**src/core/cpudp_pkg.sv**
```systemverilog
// Shared constants, opcodes and state type of the processor datapath.
//----------------------------------------------------------------------
//----------------------------------------------------------------------
package cpudp_pkg;

   // -------------------------------------------------------------------
   // Timing
   // -------------------------------------------------------------------
   localparam int MCLK_HZ = 25_000_000;
   localparam int SYS_CLK_HZ = 4_400_000;
   // A phase accumulator keeps the exact base rate on average; single
   // ticks jitter by one master period, which no sequencing step sees.
   localparam int SYS_ACC_STEP = SYS_CLK_HZ / 100_000;
   localparam int SYS_ACC_MOD = MCLK_HZ / 100_000;
   localparam logic [7:0] SYS_ACC_INC = 8'(SYS_ACC_STEP);
   localparam logic [7:0] SYS_ACC_WRAP = 8'(SYS_ACC_MOD - SYS_ACC_STEP);
   localparam logic [7:0] SYS_ACC_RST = 8'h00;

   // -------------------------------------------------------------------
   // Instruction fields and widths
   // -------------------------------------------------------------------
   localparam int OPF_HI = 15;
   localparam int OPF_LO = 12;
   localparam int MF_HI = 11;
   localparam int MF_LO = 9;
   localparam int ADF_HI = 8;
   localparam int DIR_BIT = 8;
   localparam int PAIR_BIT = 7;
   localparam int SUBF_HI = 8;
   localparam int SUBF_LO = 6;
   localparam int CNTF_HI = 4;
   localparam int SC_W = 5;

   // -------------------------------------------------------------------
   // Reset values and counts
   // -------------------------------------------------------------------
   localparam logic [15:0] WORD_RST = 16'h0000;
   localparam logic [15:0] PC_RST = 16'h0000;
   localparam logic [SC_W-1:0] SC_RST = 5'h00;
   localparam logic [SC_W-1:0] MULDIV_STEPS = 5'h10;

   // -------------------------------------------------------------------
   // Opcodes
   // -------------------------------------------------------------------
   localparam logic [3:0] OP_LDA = 4'h0;
   localparam logic [3:0] OP_LDB = 4'h1;
   localparam logic [3:0] OP_LDX = 4'h2;
   localparam logic [3:0] OP_STA = 4'h3;
   localparam logic [3:0] OP_ADD = 4'h4;
   localparam logic [3:0] OP_SUB = 4'h5;
   localparam logic [3:0] OP_AND = 4'h6;
   localparam logic [3:0] OP_IOR = 4'h7;
   localparam logic [3:0] OP_JMP = 4'h8;
   localparam logic [3:0] OP_JOF = 4'h9;
   localparam logic [3:0] OP_MUL = 4'hA;
   localparam logic [3:0] OP_DIV = 4'hB;
   localparam logic [3:0] OP_SHF = 4'hC;
   localparam logic [3:0] OP_IOA = 4'hD;
   localparam logic [3:0] OP_OUTM = 4'hE;
   localparam logic [3:0] OP_REG = 4'hF;

   // Addressing modes in the mode field.
   localparam logic [2:0] AM_DIRECT = 3'h0;
   localparam logic [2:0] AM_REL = 3'h1;
   localparam logic [2:0] AM_IDX_X = 3'h2;
   localparam logic [2:0] AM_IDX_B = 3'h3;

   // Register-change sub-operations.
   localparam logic [2:0] RS_INCA = 3'h0;
   localparam logic [2:0] RS_INCB = 3'h1;
   localparam logic [2:0] RS_INCX = 3'h2;
   localparam logic [2:0] RS_DECA = 3'h3;
   localparam logic [2:0] RS_CPLA = 3'h4;
   localparam logic [2:0] RS_A2BX = 3'h5;
   localparam logic [2:0] RS_XCHG = 3'h6;
   localparam logic [2:0] RS_HALT = 3'h7;

   typedef enum logic [3:0] {
      ST_FETCH, ST_FWAIT, ST_FLOAD, ST_DEC, ST_OWAIT, ST_OLOAD,
      ST_EXEC, ST_SWAIT, ST_MULDIV, ST_SHIFT, ST_HALT
   } cpudp_state_t;

endpackage

```
**src/core/cpudp_top.sv**
```systemverilog
// Processor datapath: registers, busses, arithmetic unit and sequencing.
`timescale 1ns/1ps
module cpudp_top
   import cpudp_pkg::*;
(
   input wire logic mclk,
   input wire logic rst,
   input wire logic ce,
   output logic [15:0] mem_addr,
   input wire logic [15:0] mem_data_in,
   output logic [15:0] mem_data_out,
   output logic mem_data_oe,
   output logic mem_req,
   output logic mem_we,
   input wire logic mem_done,
   input wire logic [15:0] io_in,
   output logic [15:0] io_out,
   output logic io_strobe,
   output logic [15:0] display,
   output logic overflow,
   output logic halted
);

   // -------------------------------------------------------------------
   // State
   // -------------------------------------------------------------------
   typedef struct packed {
      cpudp_state_t st;
      logic [15:0] u;
      logic [15:0] a;
      logic [15:0] b;
      logic [15:0] x;
      logic [15:0] p;
      logic [15:0] l;
      logic [15:0] w;
      logic [15:0] r;
      logic ov;
      logic req;
      logic we;
      logic oe;
      logic [15:0] io_out;
      logic io_stb;
      logic [15:0] disp;
      logic [15:0] d1;
      logic [15:0] d2;
      logic k1;
      logic k2;
      logic [15:0] e1;
      logic [15:0] e2;
      logic hlt;
   } cpudp_core_t;

   cpudp_core_t q_reg;
   cpudp_core_t q_next;

   logic tick;
   logic sc_load;
   logic [SC_W-1:0] sc_val;
   logic sc_step;
   logic [SC_W-1:0] sc_count;
   logic sc_zero;

   // Combinational busses and decode.
   logic [3:0] op;
   logic [2:0] mode;
   logic [2:0] sub;
   logic [15:0] disp9;
   logic [15:0] ea;
   logic [15:0] s_bus;
   logic [15:0] c_bus;
   logic [16:0] sum;
   logic [16:0] diff;
   logic [15:0] as;
   logic [15:0] bs;

   // -------------------------------------------------------------------
   // Timing and shift counter
   // -------------------------------------------------------------------
   cpudp_timing u_timing (
      .mclk(mclk),
      .rst(rst),
      .ce(ce),
      .tick(tick)
   );

   cpudp_shcnt u_shcnt (
      .mclk(mclk),
      .rst(rst),
      .ce(ce),
      .load(sc_load),
      .load_val(sc_val),
      .step(sc_step),
      .count(sc_count),
      .zero(sc_zero)
   );

   // -------------------------------------------------------------------
   // Decode and effective address
   // -------------------------------------------------------------------
   // The decode reads the held instruction only, so memory traffic that
   // overwrites the buffer register never disturbs control.
   assign op = q_reg.u[OPF_HI:OPF_LO];
   assign mode = q_reg.u[MF_HI:MF_LO];
   assign sub = q_reg.u[SUBF_HI:SUBF_LO];
   assign disp9 = {7'h00, q_reg.u[ADF_HI:0]};

   // The address adder is purely combinational, so relative and indexed
   // forms complete in the same decode cycle as direct addresses.
   always_comb begin
      unique case (mode)
         AM_REL: ea = q_reg.p + disp9;
         AM_IDX_X: ea = q_reg.x + disp9;
         AM_IDX_B: ea = q_reg.b + disp9;
         default: ea = disp9;
      endcase
   end

   // -------------------------------------------------------------------
   // Sequencer and datapath
   // -------------------------------------------------------------------
   always_comb begin
      q_next = q_reg;
      sc_load = 1'b0;
      sc_val = SC_RST;
      sc_step = 1'b0;
      s_bus = q_reg.a;
      c_bus = q_reg.disp;
      sum = 17'h0_0000;
      diff = 17'h0_0000;
      as = WORD_RST;
      bs = WORD_RST;
      // Pins from outside the clock domain pass two flip-flops.
      q_next.d1 = mem_data_in;
      q_next.d2 = q_reg.d1;
      q_next.k1 = mem_done;
      q_next.k2 = q_reg.k1;
      q_next.e1 = io_in;
      q_next.e2 = q_reg.e1;
      q_next.io_stb = 1'b0;
      if (tick) begin
         unique case (q_reg.st)
            ST_FETCH: begin
               // A new access starts only after memory dropped done.
               if (!q_reg.k2) begin
                  s_bus = q_reg.p;
                  sum = {1'b0, s_bus} + 17'h0_0001;
                  q_next.l = q_reg.p;
                  q_next.p = sum[15:0];
                  q_next.req = 1'b1;
                  q_next.we = 1'b0;
                  q_next.oe = 1'b0;
                  q_next.st = ST_FWAIT;
               end
            end
            ST_FWAIT: begin
               if (q_reg.k2) begin
                  q_next.w = q_reg.d2;
                  q_next.req = 1'b0;
                  q_next.st = ST_FLOAD;
               end
            end
            ST_FLOAD: begin
               q_next.u = q_reg.w;
               q_next.st = ST_DEC;
            end
            ST_DEC: begin
               unique case (op)
                  OP_JMP: begin
                     q_next.p = ea;
                     q_next.st = ST_FETCH;
                  end
                  OP_JOF: begin
                     if (q_reg.ov) begin
                        q_next.p = ea;
                        q_next.ov = 1'b0;
                     end
                     q_next.st = ST_FETCH;
                  end
                  OP_STA: begin
                     s_bus = q_reg.a;
                     c_bus = s_bus;
                     q_next.l = ea;
                     q_next.w = c_bus;
                     q_next.req = 1'b1;
                     q_next.we = 1'b1;
                     q_next.oe = 1'b1;
                     q_next.st = ST_SWAIT;
                  end
                  OP_SHF: begin
                     sc_load = 1'b1;
                     sc_val = q_reg.u[CNTF_HI:0];
                     q_next.st = ST_SHIFT;
                  end
                  OP_IOA: begin
                     if (q_reg.u[DIR_BIT]) begin
                        s_bus = q_reg.a;
                        c_bus = s_bus;
                        q_next.io_out = c_bus;
                        q_next.io_stb = 1'b1;
                     end else begin
                        c_bus = q_reg.e2;
                        q_next.a = c_bus;
                     end
                     q_next.disp = c_bus;
                     q_next.st = ST_FETCH;
                  end
                  OP_REG: begin
                     unique case (sub)
                        RS_INCA: begin
                           s_bus = q_reg.a;
                           c_bus = s_bus + 16'h0001;
                           q_next.a = c_bus;
                        end
                        RS_INCB: begin
                           s_bus = q_reg.b;
                           c_bus = s_bus + 16'h0001;
                           q_next.b = c_bus;
                        end
                        RS_INCX: begin
                           s_bus = q_reg.x;
                           c_bus = s_bus + 16'h0001;
                           q_next.x = c_bus;
                        end
                        RS_DECA: begin
                           s_bus = q_reg.a;
                           c_bus = s_bus - 16'h0001;
                           q_next.a = c_bus;
                        end
                        RS_CPLA: begin
                           s_bus = q_reg.a;
                           c_bus = ~s_bus;
                           q_next.a = c_bus;
                        end
                        RS_A2BX: begin
                           s_bus = q_reg.a;
                           c_bus = s_bus;
                           q_next.b = c_bus;
                           q_next.x = c_bus;
                        end
                        RS_XCHG: begin
                           s_bus = q_reg.x;
                           c_bus = s_bus;
                           q_next.a = c_bus;
                        end
                        RS_HALT: begin
                           c_bus = q_reg.p;
                        end
                     endcase
                     q_next.disp = c_bus;
                     q_next.st = (sub == RS_HALT) ? ST_HALT : ST_FETCH;
                  end
                  default: begin
                     q_next.l = ea;
                     q_next.req = 1'b1;
                     q_next.we = 1'b0;
                     q_next.oe = 1'b0;
                     q_next.st = ST_OWAIT;
                  end
               endcase
            end
            ST_OWAIT: begin
               if (q_reg.k2) begin
                  q_next.w = q_reg.d2;
                  q_next.req = 1'b0;
                  q_next.st = ST_OLOAD;
               end
            end
            ST_OLOAD: begin
               q_next.r = q_reg.w;
               q_next.st = ST_EXEC;
            end
            ST_SWAIT: begin
               if (q_reg.k2) begin
                  q_next.req = 1'b0;
                  q_next.we = 1'b0;
                  q_next.oe = 1'b0;
                  q_next.st = ST_FETCH;
               end
            end
            ST_EXEC: begin
               q_next.st = ST_FETCH;
               s_bus = q_reg.a;
               unique case (op)
                  OP_LDA: c_bus = q_reg.r;
                  OP_LDB: c_bus = q_reg.r;
                  OP_LDX: c_bus = q_reg.r;
                  OP_ADD: begin
                     sum = {1'b0, s_bus} + {1'b0, q_reg.r};
                     c_bus = sum[15:0];
                     if (s_bus[15] == q_reg.r[15] &&
                         c_bus[15] != s_bus[15]) begin
                        q_next.ov = 1'b1;
                     end
                  end
                  OP_SUB: begin
                     diff = {1'b0, s_bus} - {1'b0, q_reg.r};
                     c_bus = diff[15:0];
                     if (s_bus[15] != q_reg.r[15] &&
                         c_bus[15] != s_bus[15]) begin
                        q_next.ov = 1'b1;
                     end
                  end
                  OP_AND: c_bus = s_bus & q_reg.r;
                  OP_IOR: c_bus = s_bus | q_reg.r;
                  OP_MUL: begin
                     c_bus = WORD_RST;
                     sc_load = 1'b1;
                     sc_val = MULDIV_STEPS;
                     q_next.st = ST_MULDIV;
                  end
                  OP_DIV: begin
                     c_bus = s_bus;
                     // A quotient that cannot fit is flagged, not run.
                     if (q_reg.r == WORD_RST || s_bus >= q_reg.r) begin
                        q_next.ov = 1'b1;
                     end else begin
                        sc_load = 1'b1;
                        sc_val = MULDIV_STEPS;
                        q_next.st = ST_MULDIV;
                     end
                  end
                  OP_OUTM: begin
                     c_bus = q_reg.r;
                     q_next.io_out = c_bus;
                     q_next.io_stb = 1'b1;
                  end
                  default: c_bus = s_bus;
               endcase
               q_next.disp = c_bus;
               unique case (op)
                  OP_LDB: q_next.b = c_bus;
                  OP_LDX: q_next.x = c_bus;
                  OP_LDA, OP_ADD, OP_SUB, OP_AND, OP_IOR, OP_MUL:
                     q_next.a = c_bus;
                  default: q_next.a = q_reg.a;
               endcase
            end
            ST_MULDIV: begin
               if (sc_zero) begin
                  q_next.disp = q_reg.a;
                  q_next.st = ST_FETCH;
               end else begin
                  sc_step = 1'b1;
                  if (op == OP_MUL) begin
                     // Shift-add: multiplier drains from the extension.
                     sum = {1'b0, q_reg.a} +
                           (q_reg.b[0] ? {1'b0, q_reg.r} : 17'h0_0000);
                     q_next.a = sum[16:1];
                     q_next.b = {sum[0], q_reg.b[15:1]};
                  end else begin
                     // Restoring divide: quotient in B, remainder in A.
                     as = {q_reg.a[14:0], q_reg.b[15]};
                     bs = {q_reg.b[14:0], 1'b0};
                     diff = {q_reg.a[15], as} - {1'b0, q_reg.r};
                     if (!diff[16]) begin
                        q_next.a = diff[15:0];
                        q_next.b = {bs[15:1], 1'b1};
                     end else begin
                        q_next.a = as;
                        q_next.b = bs;
                     end
                  end
               end
            end
            ST_SHIFT: begin
               // One position per base tick stretches execution by count.
               if (sc_zero) begin
                  q_next.disp = q_reg.a;
                  q_next.st = ST_FETCH;
               end else begin
                  sc_step = 1'b1;
                  if (q_reg.u[PAIR_BIT]) begin
                     if (q_reg.u[DIR_BIT]) begin
                        {q_next.a, q_next.b} = {q_reg.a, q_reg.b} << 1;
                     end else begin
                        {q_next.a, q_next.b} = {q_reg.a, q_reg.b} >> 1;
                     end
                  end else if (q_reg.u[DIR_BIT]) begin
                     q_next.a = {q_reg.a[14:0], 1'b0};
                  end else begin
                     q_next.a = {1'b0, q_reg.a[15:1]};
                  end
               end
            end
            ST_HALT: begin
               q_next.st = ST_HALT;
            end
         endcase
      end
      q_next.hlt = (q_next.st == ST_HALT);
   end

   always_ff @(posedge mclk) begin
      if (rst) begin
         q_reg <= '0;
         q_reg.st <= ST_FETCH;
         q_reg.p <= PC_RST;
      end else if (ce) begin
         q_reg <= q_next;
      end
   end

   // -------------------------------------------------------------------
   // Outputs
   // -------------------------------------------------------------------
   assign mem_addr = q_reg.l;
   assign mem_data_out = q_reg.w;
   assign mem_data_oe = q_reg.oe;
   assign mem_req = q_reg.req;
   assign mem_we = q_reg.we;
   assign io_out = q_reg.io_out;
   assign io_strobe = q_reg.io_stb;
   assign display = q_reg.disp;
   assign overflow = q_reg.ov;
   assign halted = q_reg.hlt;

endmodule // cpudp_top

```
**src/core/cpudp_timing.sv**
```systemverilog
// Base system clock enable generated from the master clock.
`timescale 1ns/1ps
module cpudp_timing
   import cpudp_pkg::*;
(
   input wire logic mclk,
   input wire logic rst,
   input wire logic ce,
   output logic tick
);

   typedef struct packed {
      logic [7:0] acc;
      logic tick;
   } cpudp_tim_t;

   cpudp_tim_t q_reg;
   cpudp_tim_t q_next;

   always_comb begin
      q_next = q_reg;
      q_next.tick = 1'b0;
      if (q_reg.acc >= SYS_ACC_WRAP) begin
         q_next.acc = q_reg.acc - SYS_ACC_WRAP;
         q_next.tick = 1'b1;
      end else begin
         q_next.acc = q_reg.acc + SYS_ACC_INC;
      end
   end

   always_ff @(posedge mclk) begin
      if (rst) begin
         q_reg <= '{acc: SYS_ACC_RST, tick: 1'b0};
      end else if (ce) begin
         q_reg <= q_next;
      end
   end

   assign tick = q_reg.tick;

endmodule // cpudp_timing

```
**src/core/cpudp_shcnt.sv**
```systemverilog
// Five-bit shift counter used by shift, multiply and divide.
`timescale 1ns/1ps
module cpudp_shcnt
   import cpudp_pkg::*;
(
   input wire logic mclk,
   input wire logic rst,
   input wire logic ce,
   input wire logic load,
   input wire logic [SC_W-1:0] load_val,
   input wire logic step,
   output logic [SC_W-1:0] count,
   output logic zero
);

   typedef struct packed {
      logic [SC_W-1:0] cnt;
   } cpudp_sc_t;

   cpudp_sc_t q_reg;
   cpudp_sc_t q_next;

   always_comb begin
      q_next = q_reg;
      if (load) begin
         q_next.cnt = load_val;
      end else if (step && q_reg.cnt != SC_RST) begin
         q_next.cnt = q_reg.cnt - 5'h01;
      end
   end

   always_ff @(posedge mclk) begin
      if (rst) begin
         q_reg <= '{cnt: SC_RST};
      end else if (ce) begin
         q_reg <= q_next;
      end
   end

   assign count = q_reg.cnt;
   assign zero = (q_reg.cnt == SC_RST);

endmodule // cpudp_shcnt

```
**config.mk**
```make
export PLATFORM = sky130hd
export DESIGN_NAME = cpudp_top
export DESIGN_NICKNAME = d
export VERILOG_FILES = /design/src/core/cpudp_pkg.sv /design/src/core/cpudp_top.sv /design/src/core/cpudp_timing.sv /design/src/core/cpudp_shcnt.sv
export SDC_FILE = /design/constraint.sdc
export NUM_CORES = 1
export LEC_CHECK = 0
export BUFFER_PORTS_ARGS = -buffer_cell sky130_fd_sc_hd__buf_4
export CAP_MARGIN = 20
export CORE_ASPECT_RATIO = 1.5
export CORE_MARGIN = 3
export CORE_UTILIZATION = 30
export CTS_CLUSTER_DIAMETER = 120
export DETAILED_ROUTE_END_ITERATION = 12
export PLACE_DENSITY = 0.48
export SYNTH_ARGS = -nofsm -noshare
export SYNTH_HDL_FRONTEND = slang
export SYNTH_SLANG_ARGS = --single-unit
export TNS_END_PERCENT = 50
```
**constraint.sdc**
```tcl
create_clock -name mclk -period 7.4 [get_ports mclk]
set_clock_uncertainty 0.1 [all_clocks]
set_input_delay 0.74 -clock mclk [delete_from_list [all_inputs] [get_ports mclk]]
set_output_delay 0.74 -clock mclk [all_outputs]
set_load 0.005 [all_outputs]
```
==> impl_metrics.ini <==
[flow_run]
cap_violations = 0

[place]
place_ws_ns = 2.83
gp_congestion = 0.975
hpwl_mm = 74.7
dpl_cell_area_sq_um = 21300
place_inst = 3537
portBuffers = 105

[timing]
finalMaxSlewViolations = 0
hold_viol_final = 0
period_share_pct = 63.2
hold_ws_ns = 0.283
max_freq_mhz = 214
fin_tns_setup_ns = 0
finalSetupViolCount = 0
fin_crit_ns = 4.67
worstMarginPinSlew_ns = 1.13
rsz0062_at_grt = no
relSlewSlack_pct = 24.6
fin_ws_ns = 2.73

[logic_synthesis]
syn-num-nets = 2907
synth.avg_cell_area_sq_um = 7.28
synth_edf_count = 0
synth.distinct_cells = 89
yosysWarnings = 0
synth_seq_cells = 248
async_flop_share_pct = 0
ys_seq_area_share_pct = 24.6
syn_area_sq_um = 20200
synth_top_area_share_pct = 24.6
synth-main-ff-cell = dfxtp_1
synth_area_leaders = dfxtp_1 (25%), a21oi_1 (7.0%), nor2_1 (6.6%)
synth_cells = 2767
synth_top_cell_by_area = dfxtp_1

[setup_path]
startpoint = q_reg[203]$_SDFFE_PP0P_
r2r_start = q_reg[203]$_SDFFE_PP0P_
endpoint_kind = register
required_ns = 7.81
path_cells = inv_1 -> ha_1 -> nor3_2 -> o31ai_1 -> a311oi_1 -> a31oi_1 -> xnor2_1 -> a221oi_1 -> a211oi_1 -> o22ai_1 -> a311oi_1
crit_slowest_cell = dfxtp_1
worstPathArrival_ns = 5.08
worstSetupPathType = register to register
cpMostUsedCell = a311oi_1
critPathMaxStageDelay_ns = 1.07
worstPathMaxFanout = 22
critPathLaunchType = register

[grt]
grt_use_met2_pct = 48.2
grt_antenna_before_repair = 0
top_usage_layer = met2
grt_max_degree = 115
grt_pass1_wl_mm = 142
grt_usage_pct = 26.9
grt_util_met3_pct = 2.58
grt_util_met1_pct = 29.4
grt_pass1_vias = 20700
grt_overflow = 0

[die]
rows = 115
fp.dieH_um = 323
dieArea_sq_um = 70400
dieWidth_um = 218
initial_core_util_pct = 30.5
ios = 106
core_area_sq_um = 66000

[clock_tree]
cts_tree = built
clk_pin_slew_ns = 0.07
clock_latency_ns = 0.61
cts_resized = 0
htree_levels = 1
post_cts_buffers = 0
cts_root_buffer = clkbuf_16
cts_hold_buf = 0
cts_buffers = 29
cts_buffer_depth = 3
clkSinkCount = 248

[route]
vias = 21200
wl_mm = 97.9
vias_per_cell = 5.89
drc = 0
ant_nets = 0
drt-initial-drc-count = 1860
firstDrtPassIters = 5
drt-wirelength-per-cell_um = 27.3

[pwr]
p_leak_nw = 8.10
power_mw = 2.96
p_per_area_nw_per_um2 = 133
max-vdd-ir-drop_mv = 0.175

[min_path]
hold_path.class = input port to register
hp-start = mem_data_in[7]

[final_layout]
final_area_sq_um = 22200
largest_reg_flops = 117
synthToLayoutAreaGrowth_pct = 10.3
drive_gt1_share_pct = 9.99
nFillCells = 7153
nets = 2832
final_util_pct = 33.7
final_cells = 3590

[outcome]
status = finished, final reports clean
-- critical path: cells and delay by family, from the launching register on --
family	cells	cell delay (ns)
simple gates	1	0.28
compound gates	7	2.00
fa+ha+maj	1	0.53
xor+xnor	1	0.19
flops	1	1.07
buf+inv	1	0.41
-- area by class of cell --
| cell class | count | area (sq um) | area share, % |
|---|---|---|---|
| Clock inverter | 13 | 148 | 0.664 |
| Clock buffer | 38 | 790 | 3.55 |
| Inverter | 76 | 285 | 1.28 |
| Timing Repair Buffer | 177 | 1340 | 6.04 |
| Tap cell | 877 | 1100 | 4.93 |
| Antenna cell | 1 | 2.50 | 0.0113 |
| Sequential cell | 248 | 4970 | 22.3 |
| Multi-Input combinational cell | 2160 | 13600 | 61.2 |
-- cell usage after synthesis, types with 32 or more instances --
library cell and instances:
a211oi_1 84, inv_1 71, xnor2_1 63, mux2i_1 129, a21oi_1 282, clkbuf_1 161
dfxtp_1 248, nor3_1 55, a311oi_1 34, nand3_1 61, buf_4 65, o21ai_0 158
xor2_1 32, ha_1 99, buf_1 34, o211ai_1 38, nor2_1 354, a22oi_1 34
a31oi_1 32, nand2_1 283
-- cell usage in the layout (no fill, tap or decap), types with 12 or more instances in the layout --
cell	instances
nor3_1	54
o31ai_1	19
mux2i_1	129
a211oi_1	84
xnor2_1	63
o22ai_1	18
a211o_1	12
inv_1	71
nor2b_1	19
xor2_1	32
nand2b_1	25
a21o_1	20
a221oi_1	18
a311oi_1	34
a31oi_1	32
nor2_1	350
a22oi_1	34
nor4_1	20
o211ai_1	38
or3_1	13
nand3_1	61
buf_4	175
o21ai_0	157
o21a_1	16
o2111ai_1	12
nand4_1	20
ha_1	99
and3_1	13
clkbuf_16	29
nand2_1	282
and2_1	25
dfxtp_1	247
a21oi_1	281
-- layer usage --
layer | vias up | wire [um]
met5 | - | 0
met4 | 0 | 8680
met3 | 286 | 4470
met2 | 815 | 48600
met1 | 10200 | 36200
li1 | 9829 | -
-- where the power goes --
| part | internal (mW) | switching (mW) | total (mW) |
|---|---|---|---|
| registers | 1.35 | 0.0158 | 1.37 |
| clock network | 0.827 | 0.660 | 1.49 |
| logic | 0.0425 | 0.0633 | 0.106 |
| total | 2.22 | 0.739 | 2.96 |
-- kinds of logic after synthesis --
family / after synthesis / synth area share (%)
xor+xnor: 95 / 4.13
simple gates: 924 / 20.4
flops: 248 / 24.6
mux: 134 / 6.69
fa+ha+maj: 104 / 6.64
compound gates: 903 / 29.4
buf+inv: 359 / 8.07
-- worst paths after layout --
check	end	slack, ns	depth (start not counted)
worst max register to register	display[9]$_SDFFE_PP0P_	2.73	11
worst max-delay path	display[9]$_SDFFE_PP0P_	2.73	11
worst min-delay path	q_next[42]$_SDFFE_PP0P_	0.28	3
worst min register to register	mem_addr[7]$_SDFFE_PP0P_	0.35	2
Note: power is estimated with default switching activity, not from simulation.
